File: src/logic/io_config_pkg.sv
package io_config_pkg;

    // register addresses (word addresses)
    localparam logic [15:0] ADDR_SAVE_DEFAULTS_FROM_LIVE    = 16'hbf6a;
    localparam logic [15:0] ADDR_SAVE_DEFAULTS_FROM_FACTORY = 16'hbf6c;
    localparam logic [15:0] ADDR_LIVE_CONFIG_CHECKSUM       = 16'hbf7c;
    localparam logic [15:0] ADDR_WIPE_TRIGGER               = 16'hbfc2;
    localparam logic [15:0] ADDR_LOAD_LIVE_FROM_FACTORY     = 16'hf226;
    localparam logic [15:0] ADDR_LOAD_LIVE_FROM_SAVED       = 16'hf227;

    localparam logic [31:0] WIPE_KEY    = 32'h5317052e;
    localparam logic [31:0] TRIGGER_ONE = 32'h00000001;

    // watchdog advanced option bits
    localparam int WDOG_BIT_FACTORY = 0;
    localparam int WDOG_BIT_SAVED   = 1;

    // configuration image: five systems, one word each
    localparam int NUM_SYS         = 5;
    localparam int SYS_ANALOG      = 0;
    localparam int SYS_DIGITAL     = 1;
    localparam int SYS_DAC         = 2;
    localparam int SYS_ANALOG_EXT  = 3;
    localparam int SYS_DIGITAL_EXT = 4;

    localparam logic [31:0] CRC_INIT = 32'hffffffff;
    localparam logic [31:0] CRC_POLY = 32'hedb88320;

    // timing
    localparam int CLK_HZ          = 20_000_000;
    localparam int CRC_MIN_MS      = 5;
    localparam int CRC_MAX_MS      = 15;
    localparam int CRC_MIN_CYCLES  = CRC_MIN_MS * (CLK_HZ / 1000);
    localparam int WIPE_TIME_MS    = 3000;
    localparam int WIPE_CYCLES     = WIPE_TIME_MS * (CLK_HZ / 1000);
    localparam int BLINK_MS        = 250;
    localparam int BLINK_CYCLES    = BLINK_MS * (CLK_HZ / 1000);

    typedef enum { ST_IDLE, ST_COPY, ST_CRC, ST_WIPE } op_state_e;

    typedef enum logic [2:0] {
        OP_NONE, OP_SAVE_LIVE, OP_SAVE_FACT, OP_LOAD_FACT, OP_LOAD_SAVED,
        OP_WIPE
    } op_e;

    typedef struct packed {
        logic        wr;
        logic        rd;
        logic [15:0] addr;
        logic [31:0] wdata;
    } reg_req_s;

    typedef struct packed {
        logic        ack;
        logic [31:0] rdata;
    } reg_rsp_s;

endpackage : io_config_pkg

File: src/logic/io_config_store_manager.sv
// Operation
// - save-from-live copies live set to saved
// - save-from-factory copies factory set to saved
// - load-from-factory copies factory set to live
// - load-from-saved copies saved set to live
// - boot loads live set from saved
// - saved settings persist and apply at boot; rst here clears the saved set to zero
// - checksum read returns CRC32 of live set; while triggers are queued it returns zero
// - checksum answer takes 5 to 15 ms; while triggers are queued the zero answer comes one cycle after the read
// - checksum excludes states, directions, DAC
// - exact key write starts factory wipe
// - wireless disabled throughout wipe
// - LEDs alternate in wipe, unison on failure
// - successful wipe clears user settings
// - wireless credentials untouched by wipe
// - device silent while wipe runs
// - factory reset also erases saved defaults
// - watchdog timeout loads factory or saved
`timescale 1ns/100ps
module io_config_store_manager
    import io_config_pkg::*;
#(
    parameter int CRC_CYCLES  = CRC_MIN_CYCLES,
    parameter int WIPE_LEN    = WIPE_CYCLES,
    parameter int BLINK_LEN   = BLINK_CYCLES,
    parameter int QUEUE_DEPTH = 4
) (
    // clock and reset
    input  wire logic                             clk,
    input  wire logic                             rst,
    // register port
    input  wire io_config_pkg::reg_req_s          req,
    output io_config_pkg::reg_rsp_s               rsp,
    // live configuration image and its editing port
    input  wire logic                             live_wr,
    input  wire logic [2:0]                       live_sel,
    input  wire logic [31:0]                      live_wdata,
    output logic [io_config_pkg::NUM_SYS*32-1:0]  live_cfg,
    // factory set, fixed at manufacture
    input  wire logic [io_config_pkg::NUM_SYS*32-1:0] factory_cfg,
    // watchdog timeout event and advanced option word
    input  wire logic                             wdog_timeout,
    input  wire logic [31:0]                      wdog_advanced,
    // wipe side effects
    input  wire logic                             wipe_fail,
    output logic                                  wireless_off,
    output logic                                  user_clear,
    output logic [1:0]                            led
);
    import io_config_pkg::*;

    localparam int QW = $clog2(QUEUE_DEPTH);
    localparam logic [31:0] CRC_LEN = 32'(CRC_CYCLES);
    localparam logic [31:0] WIPE_N  = 32'(WIPE_LEN);
    localparam logic [31:0] BLINK_N = 32'(BLINK_LEN);

    typedef struct packed {
        op_state_e                   st;
        logic [NUM_SYS*32-1:0]       live;
        logic [NUM_SYS*32-1:0]       saved;
        logic                        booted;
        logic [QUEUE_DEPTH*3-1:0]    q;
        logic [QW:0]                 qcnt;
        logic [31:0]                 cnt;
        logic [31:0]                 blink;
        logic [31:0]                 crc;
        reg_rsp_s                    rsp;
        logic                        wless;
        logic                        uclr;
        logic [1:0]                  led;
        logic                        failed;
    } state_s;

    state_s r;
    state_s next_r;

    function automatic logic [31:0] crc_word(input logic [31:0] c,
                                             input logic [31:0] d);
        logic [31:0] x;
        x = c ^ d;
        for (int i = 0; i < 32; i++) begin
            x = x[0] ? ((x >> 1) ^ CRC_POLY) : (x >> 1);
        end
        return x;
    endfunction : crc_word

    // checksum covers only the analog and extended-feature systems
    function automatic logic [31:0] live_crc(input logic [NUM_SYS*32-1:0] c);
        logic [31:0] x;
        x = CRC_INIT;
        x = crc_word(x, c[SYS_ANALOG*32 +: 32]);
        x = crc_word(x, c[SYS_ANALOG_EXT*32 +: 32]);
        x = crc_word(x, c[SYS_DIGITAL_EXT*32 +: 32]);
        return ~x;
    endfunction : live_crc

    op_e wr_op;
    always_comb begin
        wr_op = OP_NONE;
        if (req.wr) begin
            case (req.addr)
                ADDR_SAVE_DEFAULTS_FROM_LIVE:
                    if (req.wdata == TRIGGER_ONE) wr_op = OP_SAVE_LIVE;
                ADDR_SAVE_DEFAULTS_FROM_FACTORY:
                    if (req.wdata == TRIGGER_ONE) wr_op = OP_SAVE_FACT;
                // 16-bit trigger registers: upper data bits are don't-care
                ADDR_LOAD_LIVE_FROM_FACTORY:
                    if (req.wdata[15:0] == TRIGGER_ONE[15:0]) begin
                        wr_op = OP_LOAD_FACT;
                    end
                ADDR_LOAD_LIVE_FROM_SAVED:
                    if (req.wdata[15:0] == TRIGGER_ONE[15:0]) begin
                        wr_op = OP_LOAD_SAVED;
                    end
                ADDR_WIPE_TRIGGER:
                    if (req.wdata == WIPE_KEY) wr_op = OP_WIPE;
                default: wr_op = OP_NONE;
            endcase
        end
    end

    op_e wd_op;
    always_comb begin
        wd_op = OP_NONE;
        if (wdog_timeout && wdog_advanced[WDOG_BIT_FACTORY]) begin
            wd_op = OP_LOAD_FACT;
        end else if (wdog_timeout && wdog_advanced[WDOG_BIT_SAVED]) begin
            wd_op = OP_LOAD_SAVED;
        end
    end

    always_comb begin
        logic [QW:0]  c;
        logic [2:0]   head;
        next_r = r;
        c = r.qcnt;
        head = r.q[2:0];
        next_r.rsp.ack = 1'b0;
        next_r.uclr = 1'b0;
        if (!r.booted) begin
            next_r.live = r.saved;
            next_r.booted = 1'b1;
        end
        if (live_wr && live_sel < 3'(NUM_SYS) && r.st != ST_WIPE) begin
            next_r.live[live_sel*32 +: 32] = live_wdata;
        end
        // queue: requests held in arrival order while another runs
        // a full queue drops the newest request; the host must pace triggers
        if (wd_op != OP_NONE && c <= (QW+1)'(QUEUE_DEPTH - 1)) begin
            next_r.q[c*3 +: 3] = 3'(wd_op);
            c = c + 1'b1;
        end
        if (wr_op != OP_NONE && c <= (QW+1)'(QUEUE_DEPTH - 1)) begin
            next_r.q[c*3 +: 3] = 3'(wr_op);
            c = c + 1'b1;
        end
        case (r.st)
            ST_IDLE: begin
                // with triggers pending a read gets an immediate zero answer
                // so the host is never stalled behind a queue of copies
                if (req.rd && r.qcnt == '0) begin
                    next_r.st = ST_CRC;
                    next_r.cnt = '0;
                    next_r.crc = live_crc(r.live);
                end else if (req.rd) begin
                    next_r.rsp.ack = 1'b1;
                    next_r.rsp.rdata = '0;
                end else if (r.qcnt != '0) begin
                    next_r.q = next_r.q >> 3;
                    c = c - 1'b1;
                    next_r.st = ST_COPY;
                    case (op_e'(head))
                        OP_SAVE_LIVE: next_r.saved = r.live;
                        OP_SAVE_FACT: next_r.saved = factory_cfg;
                        OP_LOAD_FACT: next_r.live = factory_cfg;
                        OP_LOAD_SAVED: next_r.live = r.saved;
                        OP_WIPE: begin
                            next_r.st = ST_WIPE;
                            next_r.cnt = '0;
                            next_r.blink = '0;
                            next_r.wless = 1'b1;
                            next_r.led = 2'b01;
                            next_r.failed = 1'b0;
                        end
                        default: next_r.st = ST_IDLE;
                    endcase
                end
            end
            ST_COPY: next_r.st = ST_IDLE;
            ST_CRC: begin
                // answer held back so it lands inside the 5..15 ms window
                next_r.cnt = r.cnt + 1'b1;
                if (r.cnt == CRC_LEN - 1) begin
                    next_r.rsp.ack = 1'b1;
                    next_r.rsp.rdata = r.crc;
                    next_r.st = ST_IDLE;
                end
            end
            ST_WIPE: begin
                // register traffic meanwhile gets no ack at all
                next_r.cnt = r.cnt + 1'b1;
                next_r.blink = r.blink + 1'b1;
                if (wipe_fail) next_r.failed = 1'b1;
                if (r.blink == BLINK_N - 1) begin
                    next_r.blink = '0;
                    if (next_r.failed) begin
                        next_r.led = (r.led == 2'b11) ? 2'b00 : 2'b11;
                    end else begin
                        next_r.led = (r.led == 2'b01) ? 2'b10 : 2'b01;
                    end
                end
                if (r.cnt == WIPE_N - 1) begin
                    if (!next_r.failed) begin
                        // credentials inside the radio are outside this image
                        next_r.live = factory_cfg;
                        next_r.saved = factory_cfg;
                        next_r.uclr = 1'b1;
                        next_r.led = 2'b00;
                        next_r.wless = 1'b0;
                        next_r.st = ST_IDLE;
                    end else begin
                        // a failed wipe keeps blinking until reset
                        next_r.cnt = WIPE_N - 1;
                    end
                end
            end
            default: next_r.st = ST_IDLE;
        endcase
        next_r.qcnt = c;
    end

    always_ff @(posedge clk) begin
        if (rst) begin
            // saved set starts empty; the boot step then loads it into live
            r <= '0;
            r.st <= ST_IDLE;
        end else begin
            r <= next_r;
        end
    end

    assign rsp          = r.rsp;
    assign live_cfg     = r.live;
    assign wireless_off = r.wless;
    assign user_clear   = r.uclr;
    assign led          = r.led;

    AST_SAVE_LIVE: assert property (@(posedge clk) disable iff (rst)
        (r.st == ST_IDLE && !req.rd && r.qcnt != '0
         && op_e'(r.q[2:0]) == OP_SAVE_LIVE) |=> r.saved == $past(r.live))
        else $error("saved set not taken from live");
    AST_SAVE_FACT: assert property (@(posedge clk) disable iff (rst)
        (r.st == ST_IDLE && !req.rd && r.qcnt != '0
         && op_e'(r.q[2:0]) == OP_SAVE_FACT) |=> r.saved == $past(factory_cfg))
        else $error("saved set not taken from factory");
    AST_LOAD_SAVED: assert property (@(posedge clk) disable iff (rst)
        (r.st == ST_IDLE && !req.rd && r.qcnt != '0
         && op_e'(r.q[2:0]) == OP_LOAD_SAVED) |=> r.live == $past(r.saved))
        else $error("live set not loaded from saved");
    AST_CRC_TIME: assert property (@(posedge clk) disable iff (rst)
        (r.st == ST_IDLE && req.rd && r.qcnt == '0) |=> !r.rsp.ack [*2])
        else $error("checksum answered too early");
    AST_BAD_KEY: assert property (@(posedge clk) disable iff (rst)
        (req.wr && req.addr == ADDR_WIPE_TRIGGER && req.wdata != WIPE_KEY
         && r.qcnt == '0 && !wdog_timeout) |=> r.qcnt == '0)
        else $error("wrong wipe key accepted");
    AST_WIRELESS: assert property (@(posedge clk) disable iff (rst)
        r.st == ST_WIPE |-> r.wless)
        else $error("wireless on during wipe");
    AST_LED_ALT: assert property (@(posedge clk) disable iff (rst)
        (r.st == ST_WIPE && !r.failed) |-> (r.led[0] != r.led[1]))
        else $error("leds not alternating");
    AST_SILENT: assert property (@(posedge clk) disable iff (rst)
        (r.st == ST_WIPE) |=> !r.rsp.ack)
        else $error("answer during wipe");
    AST_WIPE_SAVED: assert property (@(posedge clk) disable iff (rst)
        $rose(r.uclr) |-> r.saved == $past(factory_cfg))
        else $error("saved set not erased by wipe");

    // sequencing, checksum timing and wipe checks
    AST_LOAD_FACT: assert property (@(posedge clk) disable iff (rst)
        (r.st == ST_IDLE && !req.rd && r.qcnt != '0
         && op_e'(r.q[2:0]) == OP_LOAD_FACT) |=> r.live == $past(factory_cfg))
        else $error("live set not loaded from factory");
    AST_WIPE_ENTRY: assert property (@(posedge clk) disable iff (rst)
        (r.st == ST_IDLE && !req.rd && r.qcnt != '0
         && op_e'(r.q[2:0]) == OP_WIPE)
        |=> (r.st == ST_WIPE && r.wless && r.led == 2'b01))
        else $error("wipe not started from the queue");
    AST_COPY_DONE: assert property (@(posedge clk) disable iff (rst)
        r.st == ST_COPY |=> r.st == ST_IDLE)
        else $error("copy held the sequencer too long");
    AST_QUEUE_BOUND: assert property (@(posedge clk) disable iff (rst)
        r.qcnt <= (QW+1)'(QUEUE_DEPTH))
        else $error("queue count beyond depth");
    AST_TRIG_ORDER: assert property (@(posedge clk) disable iff (rst)
        (req.wr && req.addr == ADDR_SAVE_DEFAULTS_FROM_LIVE
         && req.wdata == TRIGGER_ONE && r.qcnt == '0 && !wdog_timeout)
        |=> op_e'(r.q[2:0]) == OP_SAVE_LIVE)
        else $error("save trigger not queued");
    AST_WDOG_FACT: assert property (@(posedge clk) disable iff (rst)
        (wdog_timeout && wdog_advanced[WDOG_BIT_FACTORY] && r.qcnt == '0)
        |=> op_e'(r.q[2:0]) == OP_LOAD_FACT)
        else $error("watchdog factory load not queued");
    AST_WDOG_SAVED: assert property (@(posedge clk) disable iff (rst)
        (wdog_timeout && !wdog_advanced[WDOG_BIT_FACTORY]
         && wdog_advanced[WDOG_BIT_SAVED] && r.qcnt == '0)
        |=> op_e'(r.q[2:0]) == OP_LOAD_SAVED)
        else $error("watchdog saved load not queued");
    AST_BAD_TRIGGER: assert property (@(posedge clk) disable iff (rst)
        (req.wr && (req.addr == ADDR_LOAD_LIVE_FROM_FACTORY
                    || req.addr == ADDR_LOAD_LIVE_FROM_SAVED)
         && req.wdata[15:0] != TRIGGER_ONE[15:0]
         && r.qcnt == '0 && !wdog_timeout) |=> r.qcnt == '0)
        else $error("bad load trigger accepted");
    AST_BOOT: assert property (@(posedge clk) disable iff (rst)
        (!r.booted && !live_wr) |=> (r.booted && r.live == $past(r.saved)))
        else $error("boot did not load the saved set");
    AST_CRC_EARLY: assert property (@(posedge clk) disable iff (rst)
        (r.st == ST_CRC && r.cnt != CRC_LEN - 1) |=> !r.rsp.ack)
        else $error("checksum answered before its time");
    AST_CRC_DATA: assert property (@(posedge clk) disable iff (rst)
        (r.st == ST_CRC && r.cnt == CRC_LEN - 1)
        |=> (r.rsp.ack && r.rsp.rdata == $past(r.crc) && r.st == ST_IDLE))
        else $error("checksum not answered at its time");
    AST_WIPE_CLEAR: assert property (@(posedge clk) disable iff (rst)
        $rose(r.uclr) |-> (r.live == $past(factory_cfg) && !r.wless))
        else $error("wipe end left live set stale or radio off");
    AST_WIPE_FROZEN: assert property (@(posedge clk) disable iff (rst)
        (r.st == ST_WIPE && r.cnt != WIPE_N - 1) |=> r.live == $past(r.live))
        else $error("live set edited during wipe");
    AST_WIPE_BOUND: assert property (@(posedge clk) disable iff (rst)
        r.st == ST_WIPE |-> r.cnt <= WIPE_N - 1)
        else $error("wipe counter ran past its length");
    AST_LED_FAIL: assert property (@(posedge clk) disable iff (rst)
        (r.st == ST_WIPE && r.failed && r.blink == BLINK_N - 1)
        |=> r.led[0] == r.led[1])
        else $error("leds not in unison after wipe failure");
endmodule : io_config_store_manager

File: config.mk
export PLATFORM = sky130hd
export DESIGN_NAME = io_config_store_manager
export DESIGN_NICKNAME = d
export VERILOG_FILES = /design/src/logic/io_config_pkg.sv /design/src/logic/io_config_store_manager.sv
export SDC_FILE = /design/constraint.sdc
export NUM_CORES = 2
export LEC_CHECK = 0
export BUFFER_PORTS_ARGS = -buffer_cell sky130_fd_sc_hd__buf_2
export CAP_MARGIN = 40
export CORE_ASPECT_RATIO = 0.9
export CORE_MARGIN = 2
export CORE_UTILIZATION = 45
export DETAILED_ROUTE_END_ITERATION = 10
export GPL_ROUTABILITY_DRIVEN = 0
export PLACE_DENSITY = 0.64
export SYNTH_ARGS = -nofsm -noshare
export SYNTH_HDL_FRONTEND = slang
export SYNTH_SLANG_ARGS = --single-unit
export TNS_END_PERCENT = 50
File: constraint.sdc
create_clock -name clk -period 11.02 [get_ports clk]
set_clock_uncertainty 0.05 [all_clocks]
set_input_delay 0 -clock clk [delete_from_list [all_inputs] [get_ports clk]]
set_output_delay 0 -clock clk [all_outputs]
set_load 0.05 [all_outputs]
; After elaboration in Yosys (flattened, before gate mapping)
; Index checks and enable logic that the tools add are counted.
[word_totals]
regBits = 502
input_bits = 282
out_inout_bits = 197
elab_cells = 362
[classes]
add_sub_neg = 8
multipliers = 2
n_lt_le_gt_ge = 3
n_eq_ne = 33
shift = 6
mux = 169
bitwise_logic = 102
reduce_logical = 24
[op_table]
columns = cell, count
row1 = $mux W32, 105
row2 = $mux W352, 4
row3 = $not A13 Y14, 96
row4 = $pmux W160 S2, 2
row5 = $pmux W320 S2, 1
row6 = $mux W160, 2
row7 = $mux W320, 1
row8 = $mux W64, 3
row9 = $pmux W32 S3, 2
row10 = $bwmux W160, 1
row11 = $shift A32 B34 Y160 const A, 1
row12 = $shiftx A32 B34 Y160, 1
row13 = $mux W150, 1
row14 = $eq A16 B16 Y1 const B, 5
row15 = $mux W12, 6
row16 = $neg A5 Y34, 2
row17 = $shift A3 B34 Y12 const A, 2
row18 = $shiftx A3 B34 Y12, 2
row19 = $mux W33, 2
row20 = $pmux W33 S2, 1
row21 = $add A32 B1 Y32 const B, 2
row22 = $eq A32 B2 Y1 const B, 2
row23 = $not A32 Y32, 2
row24 = $pmux W32 S2, 1
row25 = 46 further kinds, 100

; Logic depth before layout (Yosys ltp)
[logic_depth]
depth_word = 199
mapped_depth = 23

; Least setup slack after synthesis
; No wires, ideal clock.
[synth_timing]
path_kind = reg2reg
from = reg r (netlist bit live_cfg[3])
to = reg r[43] in the netlist's numbering
setup_time_ns = 0.132
arrival_time_ns = 7.709
slack_ns = 3.129
stages_incl_launch_ff = 22
synth_period_minus_slack_ns = 7.891
cell_sequence = dfxtp_1 > buf_6 > xor3_1 > xor3_1 > xnor3_2 > xnor3_1 > xnor3_1 > xnor3_1 > xnor3_1 > xnor3_1 > xnor3_1 > xor3_2 > xnor3_1 > xnor2_1 > xnor3_1 > xnor3_2 > xnor2_2 > xnor3_2 > xnor2_2 > xnor3_1 > nand2_1 > a21oi_1
[synth_via]
elab_chain_cells = 136
word_cells_on_any_way = 185
classes_between = mux: 96 / bitwise: 89
[synth_lines]
columns = item, line_no
row1 = from (decl), io_config_store_manager.sv:74  ; state_s r;
row2 = from (signal assigned), io_config_store_manager.sv:238  ; r <= next_r;
row3 = $not A32 Y32 (no source line) *, -
row4 = $mux W32 * (10 in a row), io_config_store_manager.sv:82  ; x = x[0] ? ((x >> 1) ^ CRC_POLY) : (x >> 1);
row5 = $not A13 Y14 (no source line) / $mux W32 (equally long branches), -
row6 = $mux W32 * (2 in a row), io_config_store_manager.sv:82
row7 = $not A13 Y14 (no source line) / $mux W32 (equally long branches), -
row8 = $mux W32 *, io_config_store_manager.sv:82
row9 = $not A13 Y14 (no source line) / $mux W32 (equally long branches), -
row10 = $mux W32 * (2 in a row), io_config_store_manager.sv:82
row11 = [... 102 more ...], -
row12 = $mux W32 * (6 in a row), io_config_store_manager.sv:82
row13 = $not A13 Y14 (no source line), -
row14 = $mux W32 *, io_config_store_manager.sv:82
row15 = $not A13 Y14 (no source line) / $mux W32 (equally long branches), -
row16 = $mux W32 * (3 in a row), io_config_store_manager.sv:82
row17 = $not A13 Y14 (no source line) / $mux W32 (equally long branches), -
row18 = $mux W32 *, io_config_store_manager.sv:82
row19 = $not A32 Y32 *, io_config_store_manager.sv:94  ; return ~x;
; Mark *: on every way between the ends. The rest lies on a longest branch, timed or not.
; A chain may end at the register's enable or synchronous reset.

; Worst setup path after layout
[layout_timing]
from = reg r (netlist bit live_cfg[5])
to = reg r[43] in the netlist's numbering
[layout_via]
elab_chain_cells = 139
word_cells_on_any_way = 183
classes_between = mux: 96 / bitwise: 87
[layout_lines]
columns = item, line_no
row1 = $not A32 Y32 (no source line) *, -
row2 = $mux W32 * (6 in a row), io_config_store_manager.sv:82
row3 = $not A13 Y14 (no source line), -
row4 = $mux W32 *, io_config_store_manager.sv:82
row5 = $not A13 Y14 (no source line), -
row6 = $mux W32 * (2 in a row), io_config_store_manager.sv:82
row7 = $not A13 Y14 (no source line), -
row8 = $mux W32 *, io_config_store_manager.sv:82
row9 = [... 110 more ...], -
row10 = $mux W32 * (6 in a row), io_config_store_manager.sv:82
row11 = $not A13 Y14 (no source line), -
row12 = $mux W32 *, io_config_store_manager.sv:82
row13 = $not A13 Y14 (no source line), -
row14 = $mux W32 * (3 in a row), io_config_store_manager.sv:82
row15 = $not A13 Y14 (no source line), -
row16 = $mux W32 *, io_config_store_manager.sv:82
row17 = $not A32 Y32 *, io_config_store_manager.sv:94
; Marks and branches as above.

==> impl_metrics.json <==
{
  "worstPathArrival_ns": 9.83,
  "ys_warn_count": 0,
  "setup_viol": 0,
  "cts_root_buf": "clkbuf_16",
  "worstPathMaxFanout": 11,
  "firstDrtPassIters": 6,
  "worstMarginPinSlew_ns": 1.119,
  "min_period_over_period": 0.8532,
  "startpoint_type": "flip-flop",
  "synthFlopType": "dfxtp_1",
  "outcome": "completed",
  "htreeDepth": 2,
  "pin_count": 479,
  "track_usage": 0.2957,
  "synth_nets": 4405,
  "synth_xor_area_frac": 0.3105,
  "vias_per_cell": 5.853,
  "synthSimpleGateAreaFrac": 0.1154,
  "drc": 0,
  "fp.dieW_um": 305.5,
  "start_util": 0.4546,
  "core_area_mm2": 0.08101,
  "final.setup.tns_ns": 0,
  "portBuffers": 448,
  "grt_overflow_total": 0,
  "crit_required_ns": 11.45,
  "max-slew-margin-rel": 0.2539,
  "route.final.wire_length_mm": 130.1,
  "worstSetupPathType": "reg -> reg",
  "final.min_clock_period_ns": 9.402,
  "nets": 4670,
  "num_rows": 99,
  "wl_per_cell_um": 23.75,
  "antenna_found_initial": 26,
  "synth.distinct_cells": 59,
  "ys_async_sr_fraction": 0,
  "ys_ff_latch": 472,
  "grt_first_pass_wirelength_mm": 192.0,
  "syn_to_final_growth_pct": 15.03,
  "fin_hold_ws_ns": 0.04355,
  "final-hold-violation-count": 0,
  "ant_nets": 0,
  "tritoncts": "built",
  "utilization": 0.5229,
  "clkSinkCount": 472,
  "rrSetupSlack_ns": 1.62,
  "clk_path_buf_depth": 3,
  "synth_area_mm2": 0.03683,
  "fillers": 7564,
  "fmax_mhz": 106.4,
  "postSynthCellCount": 4098,
  "syn_area_per_cell_um2": 8.986,
  "dieArea_mm2": 0.08414,
  "synth_compound_area_frac": 0.1907,
  "grt_max_degree": 161,
  "drive_gt1_frac": 0.1585,
  "hp-class": "in -> reg",
  "maxCapViolCount": 0,
  "drv_slew": 0,
  "vias": 32060,
  "synth_edf_count": 0,
  "drt_iter0_markers": 3570,
  "cts_buffers": 53,
  "grt_pass1_vias": 29620,
  "hpwlAfterDp_mm": 86.84,
  "synth.mux.area_fraction": 0.04464,
  "rsz0062_at_grt": "no",
  "clk_latency_ns": 0.63,
  "end_kind": "flip-flop",
  "synth_top_family_by_area": "XOR/XNOR gates",
  "synthAdderAreaFrac": 0.008494,
  "clk_pin_slew_ns": 0.06,
  "die_y_um": 275.4,
  "ys_seq_area_frac": 0.2566
}
final timing paths:
| path | from | to | cells after the start |
|---|---|---|---|
| worst min-delay path | live_wdata[15] | live_cfg[15] | 5 |
| worst max register to register | live_cfg[5] | r[43] | 20 |
| worst min register to register | r[63] | r[63] | 2 |
| worst max-delay path | live_cfg[5] | r[43] | 20 |
cell families after synthesis:
logic type | count (synthesis)
buffers and inverters | 515
muxes | 164
and+or+nand+nor | 1018
AOI/OAI and AO/OA | 1087
DFF | 472
adders and majority gates | 25
xor gates and xnor gates | 817
placed cells by master (no fill, tap or decap), drive strengths merged, types with 3 or more instances in the layout:
cell / synthesis / final
a22oi: 355 / 355
nor3b: 3 / 3
buf: 233 / 494
inv: 22 / 25
a21oi: 464 / 464
nand4b: 4 / 4
clkbuf: 260 / 83
nor3: 32 / 32
dlygate4sd3: 0 / 209
a211oi: 8 / 8
dfxtp: 472 / 472
nand2b: 7 / 7
or3: 7 / 7
nor4b: 5 / 5
nand3: 30 / 30
xnor2: 392 / 392
a31oi: 8 / 8
xor2: 164 / 164
a22o: 160 / 160
clkinv: 0 / 7
bufinv: 0 / 3
a21o: 4 / 4
o21ai: 72 / 72
diode: 0 / 13
nand4: 19 / 19
ha: 25 / 25
nor4: 18 / 18
and3: 35 / 35
or4: 5 / 5
nor2b: 3 / 3
and2: 8 / 8
xor3: 38 / 38
nor2: 661 / 661
mux2i: 162 / 162
o211ai: 5 / 5
nand3b: 3 / 3
nand2: 173 / 173
xnor3: 223 / 223
flip-flops by register name, summed over array words and instances (netlist names):
signal,cells
r,275
live_cfg,160
rsp,33
led,2
user_clear,1
wireless_off,1
cells in the mapped netlist, types with 30 or more instances:
master      n  share of area
a21oi_1   464          0.063
a22o_1    160          0.038
a22oi_1   355          0.072
and3_1     35         0.0059
buf_4     204          0.042
clkbuf_1  260          0.027
dfxtp_1   472           0.26
mux2i_1   162          0.044
nand2_1   173          0.018
nand3_1    30         0.0041
nor2_1    661          0.067
nor3_1     32         0.0043
o21ai_0    71         0.0096
xnor2_1   343          0.082
xnor2_2    43          0.019
xnor3_1   196           0.12
xor2_1    150          0.036
xor3_1     31          0.020
per-layer routing:
metal	global-route usage	share of wire	vias to the layer above
met5	0	0.0014	-
met4	0.1277	0.044	30
met3	0.05213	0.085	248
met2	0.4619	0.45	1575
met1	0.4034	0.42	15440
li1	-	-	14770
cell type report:
cell class                 count  area [µm²]  area share
tap                         1060        1326     0.03131
antenna                       13       32.53   0.0007680
sequential                   472        9453      0.2232
clock buffer                  83        1600     0.03778
timing repair buffer         703        4920      0.1161
multi-input combinational   3111       24770      0.5846
clock inverter                14       181.4    0.004283
inverter                      22       82.58    0.001949
stage by stage:
step	instance area, µm²	worst slack [ns]	instances
after floorplan	36830	3.129	4098
after global placement	38170	1.785	5147
after detailed placement	38450	1.735	5159
after CTS	42330	1.722	5465
after global routing	42350	1.354	5474
final	42360	1.618	5478
worst max-delay path, stage by stage, from the launching register on:
cell     delay (ns)
dfxtp_1        0.79
xnor3_1        0.64
xnor2_1        0.57
xnor2_1        0.26
xnor3_1        0.47
xor3_1         0.68
xnor3_1        0.32
xnor2_1        0.54
xor2_1         0.27
xnor2_1        0.72
xor3_2         0.67
xnor3_1        0.38
xnor2_1        0.34
xnor3_1        0.33
xnor3_2        0.50
xnor2_2        0.31
xnor3_2        0.61
xnor2_2        0.23
xnor3_1        0.41
nand2_1        0.07
a21oi_1        0.06
timing repair:
item                                    in CTS  in global routing
hold buffers                               209                  0
buffers inserted                             0                  0
endpoints found under the setup margin       0                  0
gates resized for setup                      0                  0
endpoints found under the hold margin      365                  0
Power is not shown: default switching activity piles up to over one toggle a cycle in this logic, so the estimate is an artifact.
